`config.mk`:
```
export PLATFORM = sky130hd
export DESIGN_NAME = posc_strap_capture
export DESIGN_NICKNAME = d
export VERILOG_FILES = /design/src/posc_pkg.sv /design/src/posc_cfg_if.sv /design/src/posc_strap_capture.sv /design/src/posc_strap_sync.sv /design/src/posc_decode.sv
export SDC_FILE = /design/constraint.sdc
export NUM_CORES = 1
export LEC_CHECK = 0
export ABC_AREA = 0
export ABC_CLOCK_PERIOD_IN_PS = 2000
export BUFFER_PORTS_ARGS = -buffer_cell sky130_fd_sc_hd__buf_4
export CAP_MARGIN = 20
export CORE_MARGIN = 10
export CORE_UTILIZATION = 30
export CTS_CLUSTER_SIZE = 10
export DETAILED_ROUTE_END_ITERATION = 16
export PLACE_DENSITY_LB_ADDON = 0.12
export SYNTH_ARGS = -nofsm -noshare
export SYNTH_HDL_FRONTEND = slang
export SYNTH_HIERARCHICAL = 1
export SYNTH_SLANG_ARGS = --single-unit
export TNS_END_PERCENT = 10
```
`constraint.sdc`:
```
create_clock -name pclk -period 2 [get_ports pclk]
set_input_delay 0.1 -clock pclk [delete_from_list [all_inputs] [get_ports pclk]]
set_output_delay 0.1 -clock pclk [all_outputs]
set_load 0.01 [all_outputs]
```
`src/posc_pkg.sv`:
```
package posc_pkg;
   // Register byte addresses on APB
   localparam logic [7:0] ADDR_CFG_A = 8'h00;
   localparam logic [7:0] ADDR_CFG_B = 8'h04;
   localparam logic [7:0] ADDR_CFG_C = 8'h08;
   localparam logic [7:0] ADDR_CFG_D = 8'h0C;
   localparam logic [7:0] ADDR_STATUS = 8'h10;
   localparam logic [7:0] ADDR_DOT_CTRL = 8'h14;
   // Strap pin count and field positions
   localparam int STRAP_W = 29;
   localparam int BUS_LSB = 0;
   localparam int PAGE_LSB = 2;
   localparam int ROM_EN_BIT = 4;
   localparam int MEM_LSB = 5;
   localparam int CHIP_EN_BIT = 8;
   localparam int CLK_SEL_BIT = 11;
   localparam int SNOOP_BIT = 12;
   localparam int B_CLK_SEL_BIT = 3;
   localparam int B_SNOOP_BIT = 4;
   // Field encodings
   localparam logic [1:0] BUS_VL = 2'h1;
   localparam logic [1:0] BUS_PCI = 2'h2;
   localparam logic [1:0] PAGE_EDO1 = 2'h0;
   localparam logic [1:0] PAGE_RSVD = 2'h1;
   localparam logic [1:0] PAGE_EDO2 = 2'h2;
   localparam logic [1:0] PAGE_FAST = 2'h3;
   localparam logic [2:0] MEM_4M = 3'h0;
   localparam logic [2:0] MEM_2M = 3'h4;
   localparam logic [2:0] MEM_1M = 3'h6;
   // Power-on defaults: every strap reads one until captured
   localparam logic [7:0] CFG_RESET = 8'hFF;
   // Dot clock threshold above which the pixel path doubles
   localparam int DOUBLE_MHZ = 80;
   // Reset pulse width
   localparam int RESET_MIN_NS = 400;
   localparam int CLK_PERIOD_NS = 100;
   localparam int RESET_MIN_CYC = (RESET_MIN_NS + CLK_PERIOD_NS - 1) / CLK_PERIOD_NS;
   typedef enum logic [1:0] {POSC_IN_RESET, POSC_CAPTURE, POSC_RUN} posc_state_t;
endpackage : posc_pkg

```
`src/posc_cfg_if.sv`:
```
`timescale 1ns/10ps
interface posc_cfg_if;
   logic [7:0] cfg_a;
   logic [7:0] cfg_b;
   logic [7:0] cfg_c;
   logic [7:0] cfg_d;
   logic [7:0] dot_mhz;
   logic bus_pci;
   logic bus_vl;
   logic bus_bad;
   logic page_bad;
   logic mem_bad;
   logic chip_en;
   logic rom_en;
   logic clk_int;
   logic snoop_en;
   logic dot_double;
   modport src (output cfg_a, cfg_b, cfg_c, cfg_d, dot_mhz);
   modport dec (input cfg_a, cfg_b, cfg_c, cfg_d, dot_mhz,
      output bus_pci, bus_vl, bus_bad, page_bad, mem_bad, chip_en, rom_en, clk_int, snoop_en, dot_double);
endinterface : posc_cfg_if

```
`src/posc_strap_capture.sv`:
```
`timescale 1ns/10ps
// Summary of operation
// - Every strap pixel pin is weakly pulled high so an unstrapped pin reads one during reset.
// - When reset is released the strap levels are sampled into the four strap configuration registers.
// - While reset is asserted the state machine returns to its initial state and all registers but the strap synchroniser stages take defaults.
// - Once the straps are captured the pull resistors leave the pixel pins working as a normal data bus.
// - Strap bits 1-0 pick the host bus, 10b for PCI and 01b for VL-Bus, and the board must strap one.
// - Strap bit 4 enables video ROM access on VL-Bus when one and disables it when zero.
// - Strap bits 7-5 give memory size: 000 is 4 MB, 100 is 2 MB, 110 is 1 MB, others reserved.
// - Software may overwrite the captured memory size field after reset.
// - On VL-Bus strap bit 8 enables the chip, a zero leaving only video ROM accesses served.
// - The clock select strap picks external clocks when zero and internal synthesized clocks when one.
// - With the snoop strap zero the device does not answer host writes to the palette RAMDAC.
// - With the snoop strap one the device answers host writes to the palette RAMDAC, but only on VL-Bus.
// - Dot clock rates above 80 MHz use clock doubling in the pixel path.
module posc_strap_capture (
   input wire logic pclk,
   input wire logic presetn,
   input wire logic [posc_pkg::STRAP_W-1:0] strap_pixel_pins_in,
   input wire logic [posc_pkg::STRAP_W-1:0] pix_data_out,
   input wire logic [posc_pkg::STRAP_W-1:0] pix_data_drive,
   output logic [posc_pkg::STRAP_W-1:0] strap_pixel_pins_out,
   output logic [posc_pkg::STRAP_W-1:0] strap_pixel_pins_oe_n,
   output logic [posc_pkg::STRAP_W-1:0] strap_pixel_pins_pull_up,
   input wire logic psel,
   input wire logic penable,
   input wire logic pwrite,
   input wire logic [7:0] paddr,
   input wire logic [31:0] pwdata,
   output logic [31:0] prdata,
   output logic pready,
   output logic pslverr,
   output logic bus_pci_en,
   output logic bus_vl_en,
   output logic chip_enable,
   output logic rom_enable,
   output logic clk_internal,
   output logic ramdac_snoop_en,
   output logic dot_double_en,
   output logic [1:0] page_mode,
   output logic [2:0] mem_size
);
   typedef struct packed {
      posc_pkg::posc_state_t state;
      logic [7:0] cfg_a;
      logic [7:0] cfg_b;
      logic [7:0] cfg_c;
      logic [7:0] cfg_d;
      logic [7:0] dot_mhz;
      logic [31:0] rdata;
      logic ready;
      logic slverr;
      logic [posc_pkg::STRAP_W-1:0] pin_o;
      logic [posc_pkg::STRAP_W-1:0] pin_oe_n;
      logic pull_up;
      logic [10:0] outs;
      logic [1:0] page;
      logic [2:0] mem;
   } posc_top_t;

   posc_top_t st_q, st_d;
   logic [posc_pkg::STRAP_W-1:0] strap_val;
   logic strap_stable;
   logic wr_acc;
   logic rd_acc;
   posc_cfg_if cfg_bus ();

   posc_strap_sync u_sync (
      .pclk(pclk),
      .pins(strap_pixel_pins_in),
      .value(strap_val),
      .stable(strap_stable)
   );

   assign cfg_bus.cfg_a = st_q.cfg_a;
   assign cfg_bus.cfg_b = st_q.cfg_b;
   assign cfg_bus.cfg_c = st_q.cfg_c;
   assign cfg_bus.cfg_d = st_q.cfg_d;
   assign cfg_bus.dot_mhz = st_q.dot_mhz;

   posc_decode u_dec (
      .cfg(cfg_bus)
   );

   function automatic logic [31:0] rd_mux(input logic [7:0] a, input posc_top_t s, input logic [7:0] stat);
      unique case (a)
         posc_pkg::ADDR_CFG_A: rd_mux = {24'h000000, s.cfg_a};
         posc_pkg::ADDR_CFG_B: rd_mux = {24'h000000, s.cfg_b};
         posc_pkg::ADDR_CFG_C: rd_mux = {24'h000000, s.cfg_c};
         posc_pkg::ADDR_CFG_D: rd_mux = {24'h000000, s.cfg_d};
         posc_pkg::ADDR_STATUS: rd_mux = {24'h000000, stat};
         posc_pkg::ADDR_DOT_CTRL: rd_mux = {24'h000000, s.dot_mhz};
         default: rd_mux = 32'h00000000;
      endcase
   endfunction : rd_mux

   function automatic logic addr_ok(input logic [7:0] a);
      addr_ok = (a == posc_pkg::ADDR_CFG_A) || (a == posc_pkg::ADDR_CFG_B) || (a == posc_pkg::ADDR_CFG_C)
         || (a == posc_pkg::ADDR_CFG_D) || (a == posc_pkg::ADDR_STATUS) || (a == posc_pkg::ADDR_DOT_CTRL);
   endfunction : addr_ok

   assign wr_acc = psel && penable && pwrite && st_q.ready;
   assign rd_acc = psel && penable && !pwrite && st_q.ready;

   always_comb begin
      logic [7:0] stat;
      stat = {2'h0, (st_q.state == posc_pkg::POSC_RUN), cfg_bus.dot_double, cfg_bus.chip_en,
         cfg_bus.mem_bad, cfg_bus.page_bad, cfg_bus.bus_bad};
      st_d = st_q;
      // Slave answers one cycle after the setup, so no access has a wait state
      st_d.ready = psel && !(penable && st_q.ready);
      st_d.slverr = psel && !addr_ok(paddr) && !(penable && st_q.ready);
      if (psel && !penable) begin
         st_d.rdata = rd_mux(paddr, st_q, stat);
      end
      unique case (st_q.state)
         posc_pkg::POSC_IN_RESET: begin
            // First edge after release: move to capture, which waits for the pin synchroniser to settle
            st_d.state = posc_pkg::POSC_CAPTURE;
         end
         posc_pkg::POSC_CAPTURE: begin
            // Straps are captured once, from the settled synchroniser
            if (strap_stable) begin
               st_d.cfg_a = strap_val[7:0];
               st_d.cfg_b = strap_val[15:8];
               st_d.cfg_c = strap_val[23:16];
               st_d.cfg_d = {3'h0, strap_val[28:24]};
               st_d.state = posc_pkg::POSC_RUN;
            end
         end
         posc_pkg::POSC_RUN: begin
            // Pins no longer reach the registers; only software writes change them
            if (wr_acc && paddr == posc_pkg::ADDR_CFG_A) begin
               st_d.cfg_a[posc_pkg::MEM_LSB +: 3] = pwdata[posc_pkg::MEM_LSB +: 3];
            end
            if (wr_acc && paddr == posc_pkg::ADDR_DOT_CTRL) begin
               st_d.dot_mhz = pwdata[7:0];
            end
         end
      endcase
      // Pull-up only matters until the capture; the pins then behave as pixel data
      st_d.pull_up = (st_q.state != posc_pkg::POSC_RUN);
      st_d.pin_o = pix_data_out;
      st_d.pin_oe_n = (st_q.state == posc_pkg::POSC_RUN) ? ~pix_data_drive : '1;
      st_d.outs = {cfg_bus.bus_pci, cfg_bus.bus_vl, cfg_bus.chip_en, cfg_bus.rom_en, cfg_bus.clk_int,
         cfg_bus.snoop_en, cfg_bus.dot_double, 4'h0};
      st_d.page = st_q.cfg_a[posc_pkg::PAGE_LSB +: 2];
      st_d.mem = st_q.cfg_a[posc_pkg::MEM_LSB +: 3];
   end

   // All state returns to defaults while reset is low
   always_ff @(posedge pclk or negedge presetn) begin
      if (!presetn) begin
         st_q.state <= posc_pkg::POSC_IN_RESET;
         st_q.cfg_a <= posc_pkg::CFG_RESET;
         st_q.cfg_b <= posc_pkg::CFG_RESET;
         st_q.cfg_c <= posc_pkg::CFG_RESET;
         st_q.cfg_d <= posc_pkg::CFG_RESET;
         st_q.dot_mhz <= 8'h00;
         st_q.rdata <= 32'h00000000;
         st_q.ready <= 1'b0;
         st_q.slverr <= 1'b0;
         st_q.pin_o <= '0;
         st_q.pin_oe_n <= '1;
         st_q.pull_up <= 1'b1;
         st_q.outs <= 11'h000;
         st_q.page <= 2'h0;
         st_q.mem <= 3'h0;
      end else begin
         st_q <= st_d;
      end
   end

   assign prdata = st_q.rdata;
   assign pready = st_q.ready;
   assign pslverr = st_q.slverr;
   assign strap_pixel_pins_out = st_q.pin_o;
   assign strap_pixel_pins_oe_n = st_q.pin_oe_n;
   assign strap_pixel_pins_pull_up = {posc_pkg::STRAP_W{st_q.pull_up}};
   assign bus_pci_en = st_q.outs[10];
   assign bus_vl_en = st_q.outs[9];
   assign chip_enable = st_q.outs[8];
   assign rom_enable = st_q.outs[7];
   assign clk_internal = st_q.outs[6];
   assign ramdac_snoop_en = st_q.outs[5];
   assign dot_double_en = st_q.outs[4];
   assign page_mode = st_q.page;
   assign mem_size = st_q.mem;
endmodule : posc_strap_capture

```
`src/posc_strap_sync.sv`:
```
`timescale 1ns/10ps
module posc_strap_sync (
   input wire logic pclk,
   input wire logic [posc_pkg::STRAP_W-1:0] pins,
   output logic [posc_pkg::STRAP_W-1:0] value,
   output logic stable
);
   typedef struct packed {
      logic [posc_pkg::STRAP_W-1:0] s1;
      logic [posc_pkg::STRAP_W-1:0] s2;
      logic [posc_pkg::STRAP_W-1:0] s3;
   } posc_sync_t;
   posc_sync_t st_q, st_d;
   always_comb begin
      st_d = st_q;
      st_d.s1 = pins;
      st_d.s2 = st_q.s1;
      st_d.s3 = st_q.s2;
   end
   // No reset: the stages keep sampling through reset, so the strap levels are settled when it lifts
   always_ff @(posedge pclk) begin
      st_q <= st_d;
   end
   // Only stages two and three are compared; stage one feeds stage two alone
   assign value = st_q.s2;
   assign stable = (st_q.s2 == st_q.s3);
endmodule : posc_strap_sync

```
`src/posc_decode.sv`:
```
`timescale 1ns/10ps
module posc_decode (
   posc_cfg_if.dec cfg
);
   function automatic logic mem_legal(input logic [2:0] m);
      mem_legal = (m == posc_pkg::MEM_4M) || (m == posc_pkg::MEM_2M) || (m == posc_pkg::MEM_1M);
   endfunction : mem_legal
   logic [1:0] bus_f;
   assign bus_f = cfg.cfg_a[posc_pkg::BUS_LSB +: 2];
   assign cfg.bus_pci = (bus_f == posc_pkg::BUS_PCI);
   assign cfg.bus_vl = (bus_f == posc_pkg::BUS_VL);
   assign cfg.bus_bad = !(cfg.bus_pci || cfg.bus_vl);
   assign cfg.page_bad = (cfg.cfg_a[posc_pkg::PAGE_LSB +: 2] == posc_pkg::PAGE_RSVD);
   assign cfg.mem_bad = !mem_legal(cfg.cfg_a[posc_pkg::MEM_LSB +: 3]);
   // Chip enable and ROM gating only apply on VL-Bus; PCI is always fully enabled
   assign cfg.chip_en = !cfg.bus_vl || cfg.cfg_b[0];
   assign cfg.rom_en = !cfg.bus_vl || cfg.cfg_a[posc_pkg::ROM_EN_BIT];
   assign cfg.clk_int = cfg.cfg_b[posc_pkg::B_CLK_SEL_BIT];
   assign cfg.snoop_en = cfg.bus_vl && cfg.cfg_b[posc_pkg::B_SNOOP_BIT];
   assign cfg.dot_double = (cfg.dot_mhz > 8'(posc_pkg::DOUBLE_MHZ));
endmodule : posc_decode

```
==> results.sh <==
export IMPL_status="finished, violations left"
export IMPL_crit_start="u_sync/st_q[6]"
export IMPL_via_per_inst=3.92
export IMPL_endpoint_kind="flip-flop"
export IMPL_r2r_setup_slack_ns=-0.06
export IMPL_ys_warnings_count=6
export IMPL_synthArstFlopShare_pct=58.2
export IMPL_setup_slack_ns=-0.0605
export IMPL_drt_wirelength_per_cell_microns=16.9
export IMPL_worstReg2RegEnd="cfg_bus.cfg_a[5]"
export IMPL_netlist_instances=567
export IMPL_die_h_microns=179
export IMPL_antenna_cells=0
export IMPL_endpoint="cfg_bus.cfg_a[5]"
export IMPL_drv_slew=0
export IMPL_synthToLayoutAreaGrowth_pct=38.8
export IMPL_synth_flop_cell="dfxtp_1"
export IMPL_vias=4487
export IMPL_synth_distinct_cells=41
export IMPL_start_util_pct=30.4
export IMPL_cts_buffers=25
export IMPL_io_buffers=216
export IMPL_dp_cells=1000
export IMPL_grt_max_degree=47
export IMPL_yosysMostFrequentCell="buf_4"
export IMPL_grt_pass1_wl_mm=28.9
export IMPL_synth_top_cell_by_area="dfxtp_1"
export IMPL_die_area_sq_mm=0.0321
export IMPL_die_x_microns=179
export IMPL_powerDensity_mw_per_mm2=854
export IMPL_htree_levels=1
export IMPL_drv_cap=0
export IMPL_drive_gt1_share_pct=47.8
export IMPL_synth_avg_cell_area_sq_um=13.4
export IMPL_path_clk_slew_ns=0.05
export IMPL_drt_initial_drc_count=134
export IMPL_min_path_type="in -> reg"
export IMPL_fin_skew_ns=0.0194
export IMPL_tightest_slew_ns=0.610
export IMPL_violations="setup timing"
export IMPL_routed_wl_mm=19.3
export IMPL_drtPass1Iterations=4
export IMPL_min_period_ns=2.06
export IMPL_fin_crit_sh_pct=103
export IMPL_hold_violations=0
export IMPL_final_antenna_net_count=0
export IMPL_rows=58
export IMPL_synth_common_cells="buf_4 (156), dfxtp_1 (87), dfrtp_1 (61), dfstp_2 (60), nand2_1 (54)"
export IMPL_nFillCells=2293
export IMPL_synth_seq_cells=208
export IMPL_max_freq_mhz=485
export IMPL_grt_overflow=0
export IMPL_ir_worst_vdd_uv=532
export IMPL_critPathKind="reg -> reg"
export IMPL_grt_total_usage_pct=11.5
export IMPL_pin_count=265
export IMPL_setup_viol=29
export IMPL_ctsRootBufferMaster="clkbuf_16"
export IMPL_yosysTopAreaCellShare_pct=22.9
export IMPL_arrival_ns=2.50
export IMPL_cts_tree="done"
export IMPL_antenna_found_initial=0
export IMPL_layout_cells_non_filler=1146
export IMPL_r2r_start="u_sync/st_q[6]"
export IMPL_clock_latency_ns=0.51
export IMPL_cp_required_ns=2.44
export IMPL_cts_sinks=208
export IMPL_cp_start_kind="flip-flop"
export IMPL_syn_area_sq_mm=0.00760
export IMPL_leakage_uw=0.00472
export IMPL_drc=0
export IMPL_r2r_cells=9
export IMPL_ys_seq_area_share_pct=63.7
export IMPL_cts_max_path_buffers=3
export IMPL_gp_congestion=0.807
export IMPL_dp_hpwl_mm=14.5
export IMPL_synth_area_leaders="dfxtp_1 (23%), dfstp_2 (21%), dfrtp_1 (20%)"
export IMPL_total_power_uw=9010
export IMPL_coreArea_sq_mm=0.0250
export IMPL_synth_edf_count=0
export IMPL_fin_nets=934
export IMPL_max_slew_margin_pct=59.3
export IMPL_rsz0062_at_grt="true"
export IMPL_grt_pass1_vias=5053
export IMPL_crit_fanout=3
[stage by stage]
stage / hold WS, ns / area, sq um / setup TNS, ns / util, % / setup slack (ns)
global placement: 0.142 / 8760 / -6.37 / 35.0 / -0.255
finish: 0.0735 / 10600 / -0.909 / 42.1 / -0.0605
floorplan: -0.196 / 7700 / 0 / - / 0.0413
detailed placement: 0.149 / 8760 / -6.08 / 35.0 / -0.263
CTS: 0.0525 / 10500 / -3.22 / 42.1 / -0.138
global route: 0.0821 / 10600 / -5.54 / 42.1 / -0.206
[final cells by class]
class	count	area, sq um	share of cell area, %
timing repair buffer	348	2900	27.5
sequential	208	4850	45.9
clock buffer	43	723	6.85
multi-input combinational	212	1650	15.6
inverter	5	18.8	0.178
tap	330	413	3.91
[routing by layer]
layer | part of all wire (%) | wire length, microns | track usage (%) | vias to the layer above
li1 | - | - | - | 2135
met1 | 40 | 7640 | 13.3 | 2135
met2 | 48 | 9370 | 20.0 | 183
met3 | 9.9 | 1920 | 3.75 | 34
met4 | 2.1 | 399 | 2.97 | 0
met5 | 0 | 0 | 0 | -
[critical path, stage by stage (launching register included)]
cell and delay (ns):
dfxtp_2 0.31, xor2_1 0.15, nor4_2 0.30, buf_4 0.16, nand4_1 0.15, nor4_4 0.20, nand3b_1 0.16, buf_6 0.15
o31ai_4 0.07, mux2_4 0.33
[repair_timing]
item	4_1_cts	5_1_grt
hold buffers	101	0
pin swaps	2	0
hold endpoints to repair	143	0
endpoints found under the setup margin	31	31
buffers inserted	2	0
gates cloned	0	0
resized for setup	8	2
[sequential cells by signal, summed over array words and instances, names as in the netlist]
name                      cells
strap_pixel_pins_oe_n        29
strap_pixel_pins_out         29
pslverr                       1
dot_double_en                 1
page_mode                     2
mem_size                      3
cfg_bus.dot_mhz               8
cfg_bus.cfg_a                 8
clk_internal                  1
cfg_bus.cfg_d                 6
strap_pixel_pins_pull_up      1
rom_enable                    1
u_sync/value                 29
chip_enable                   1
bus_vl_en                     1
ramdac_snoop_en               1
bus_pci_en                    1
u_sync/st_d                  29
cfg_bus.cfg_b                 8
pready                        1
cfg_bus.cfg_c                 8
st_q                          2
u_sync/st_q                  29
prdata                        8
[worst min path at each step]
stage          startpoint  slack (ns)  cells past startpoint                      end
6_report         paddr[1]        0.07                      5                prdata[5]
5_1_grt          paddr[1]        0.08                      5                prdata[7]
4_1_cts          paddr[1]        0.05                      5                prdata[5]
3_5_place_dp      presetn        0.15                      1  strap_pixel_pins_out[6]
3_3_place_gp      presetn        0.14                      1                  pslverr
2_1_floorplan     presetn       -0.20                      0               bus_pci_en
[cell usage in the layout, fill, tap and decap left out, drive strengths merged]
cell         netlist  layout
buf              163     247
dlygate4sd3        0     101
dfxtp             87      87
dfrtp             61      61
dfstp             60      60
nand2             54      54
clkbuf             2      43
mux2              37      37
conb               1      24
xor2              19      19
mux2i             10      10
xnor2             10      10
o211ai             8       8
nor4               7       7
nand3              6       6
mux4               6       6
inv                5       5
nand4              4       4
and2               3       3
nand2b             3       3
o21ai              3       3
a21boi             2       2
a21o               2       2
ha                 2       2
nor2b              2       2
nor2               2       2
nor4b              2       2
nand3b             1       1
and4               1       1
o31ai              1       1
nand4b             1       1
a21oi              1       1
nor3               1       1
[power breakdown]
group          internal, uW  total [uW]  switching, uW
clock                  2420        4000           1580
sequential             4320        4380           57.4
combinational           385         633            247
total                  7120        9010           1890
[kinds of logic (layout without fill, tap and decap cells)]
kind of cell               after synthesis  in the layout  share of synthesized area [%]
adders and majority gates                2              2                          0.329
xor gates and xnor gates                29             29                           3.34
buffers and inverters                  170            396                           16.3
DFF                                    208            208                           63.7
AOI/OAI and AO/OA                       17             17                           1.73
and+or+nand+nor                         87             87                           5.97
muxes                                   53             53                           8.57
other                                    1             24                         0.0493
No activity file was read; power rests on OpenSTA's default activity.
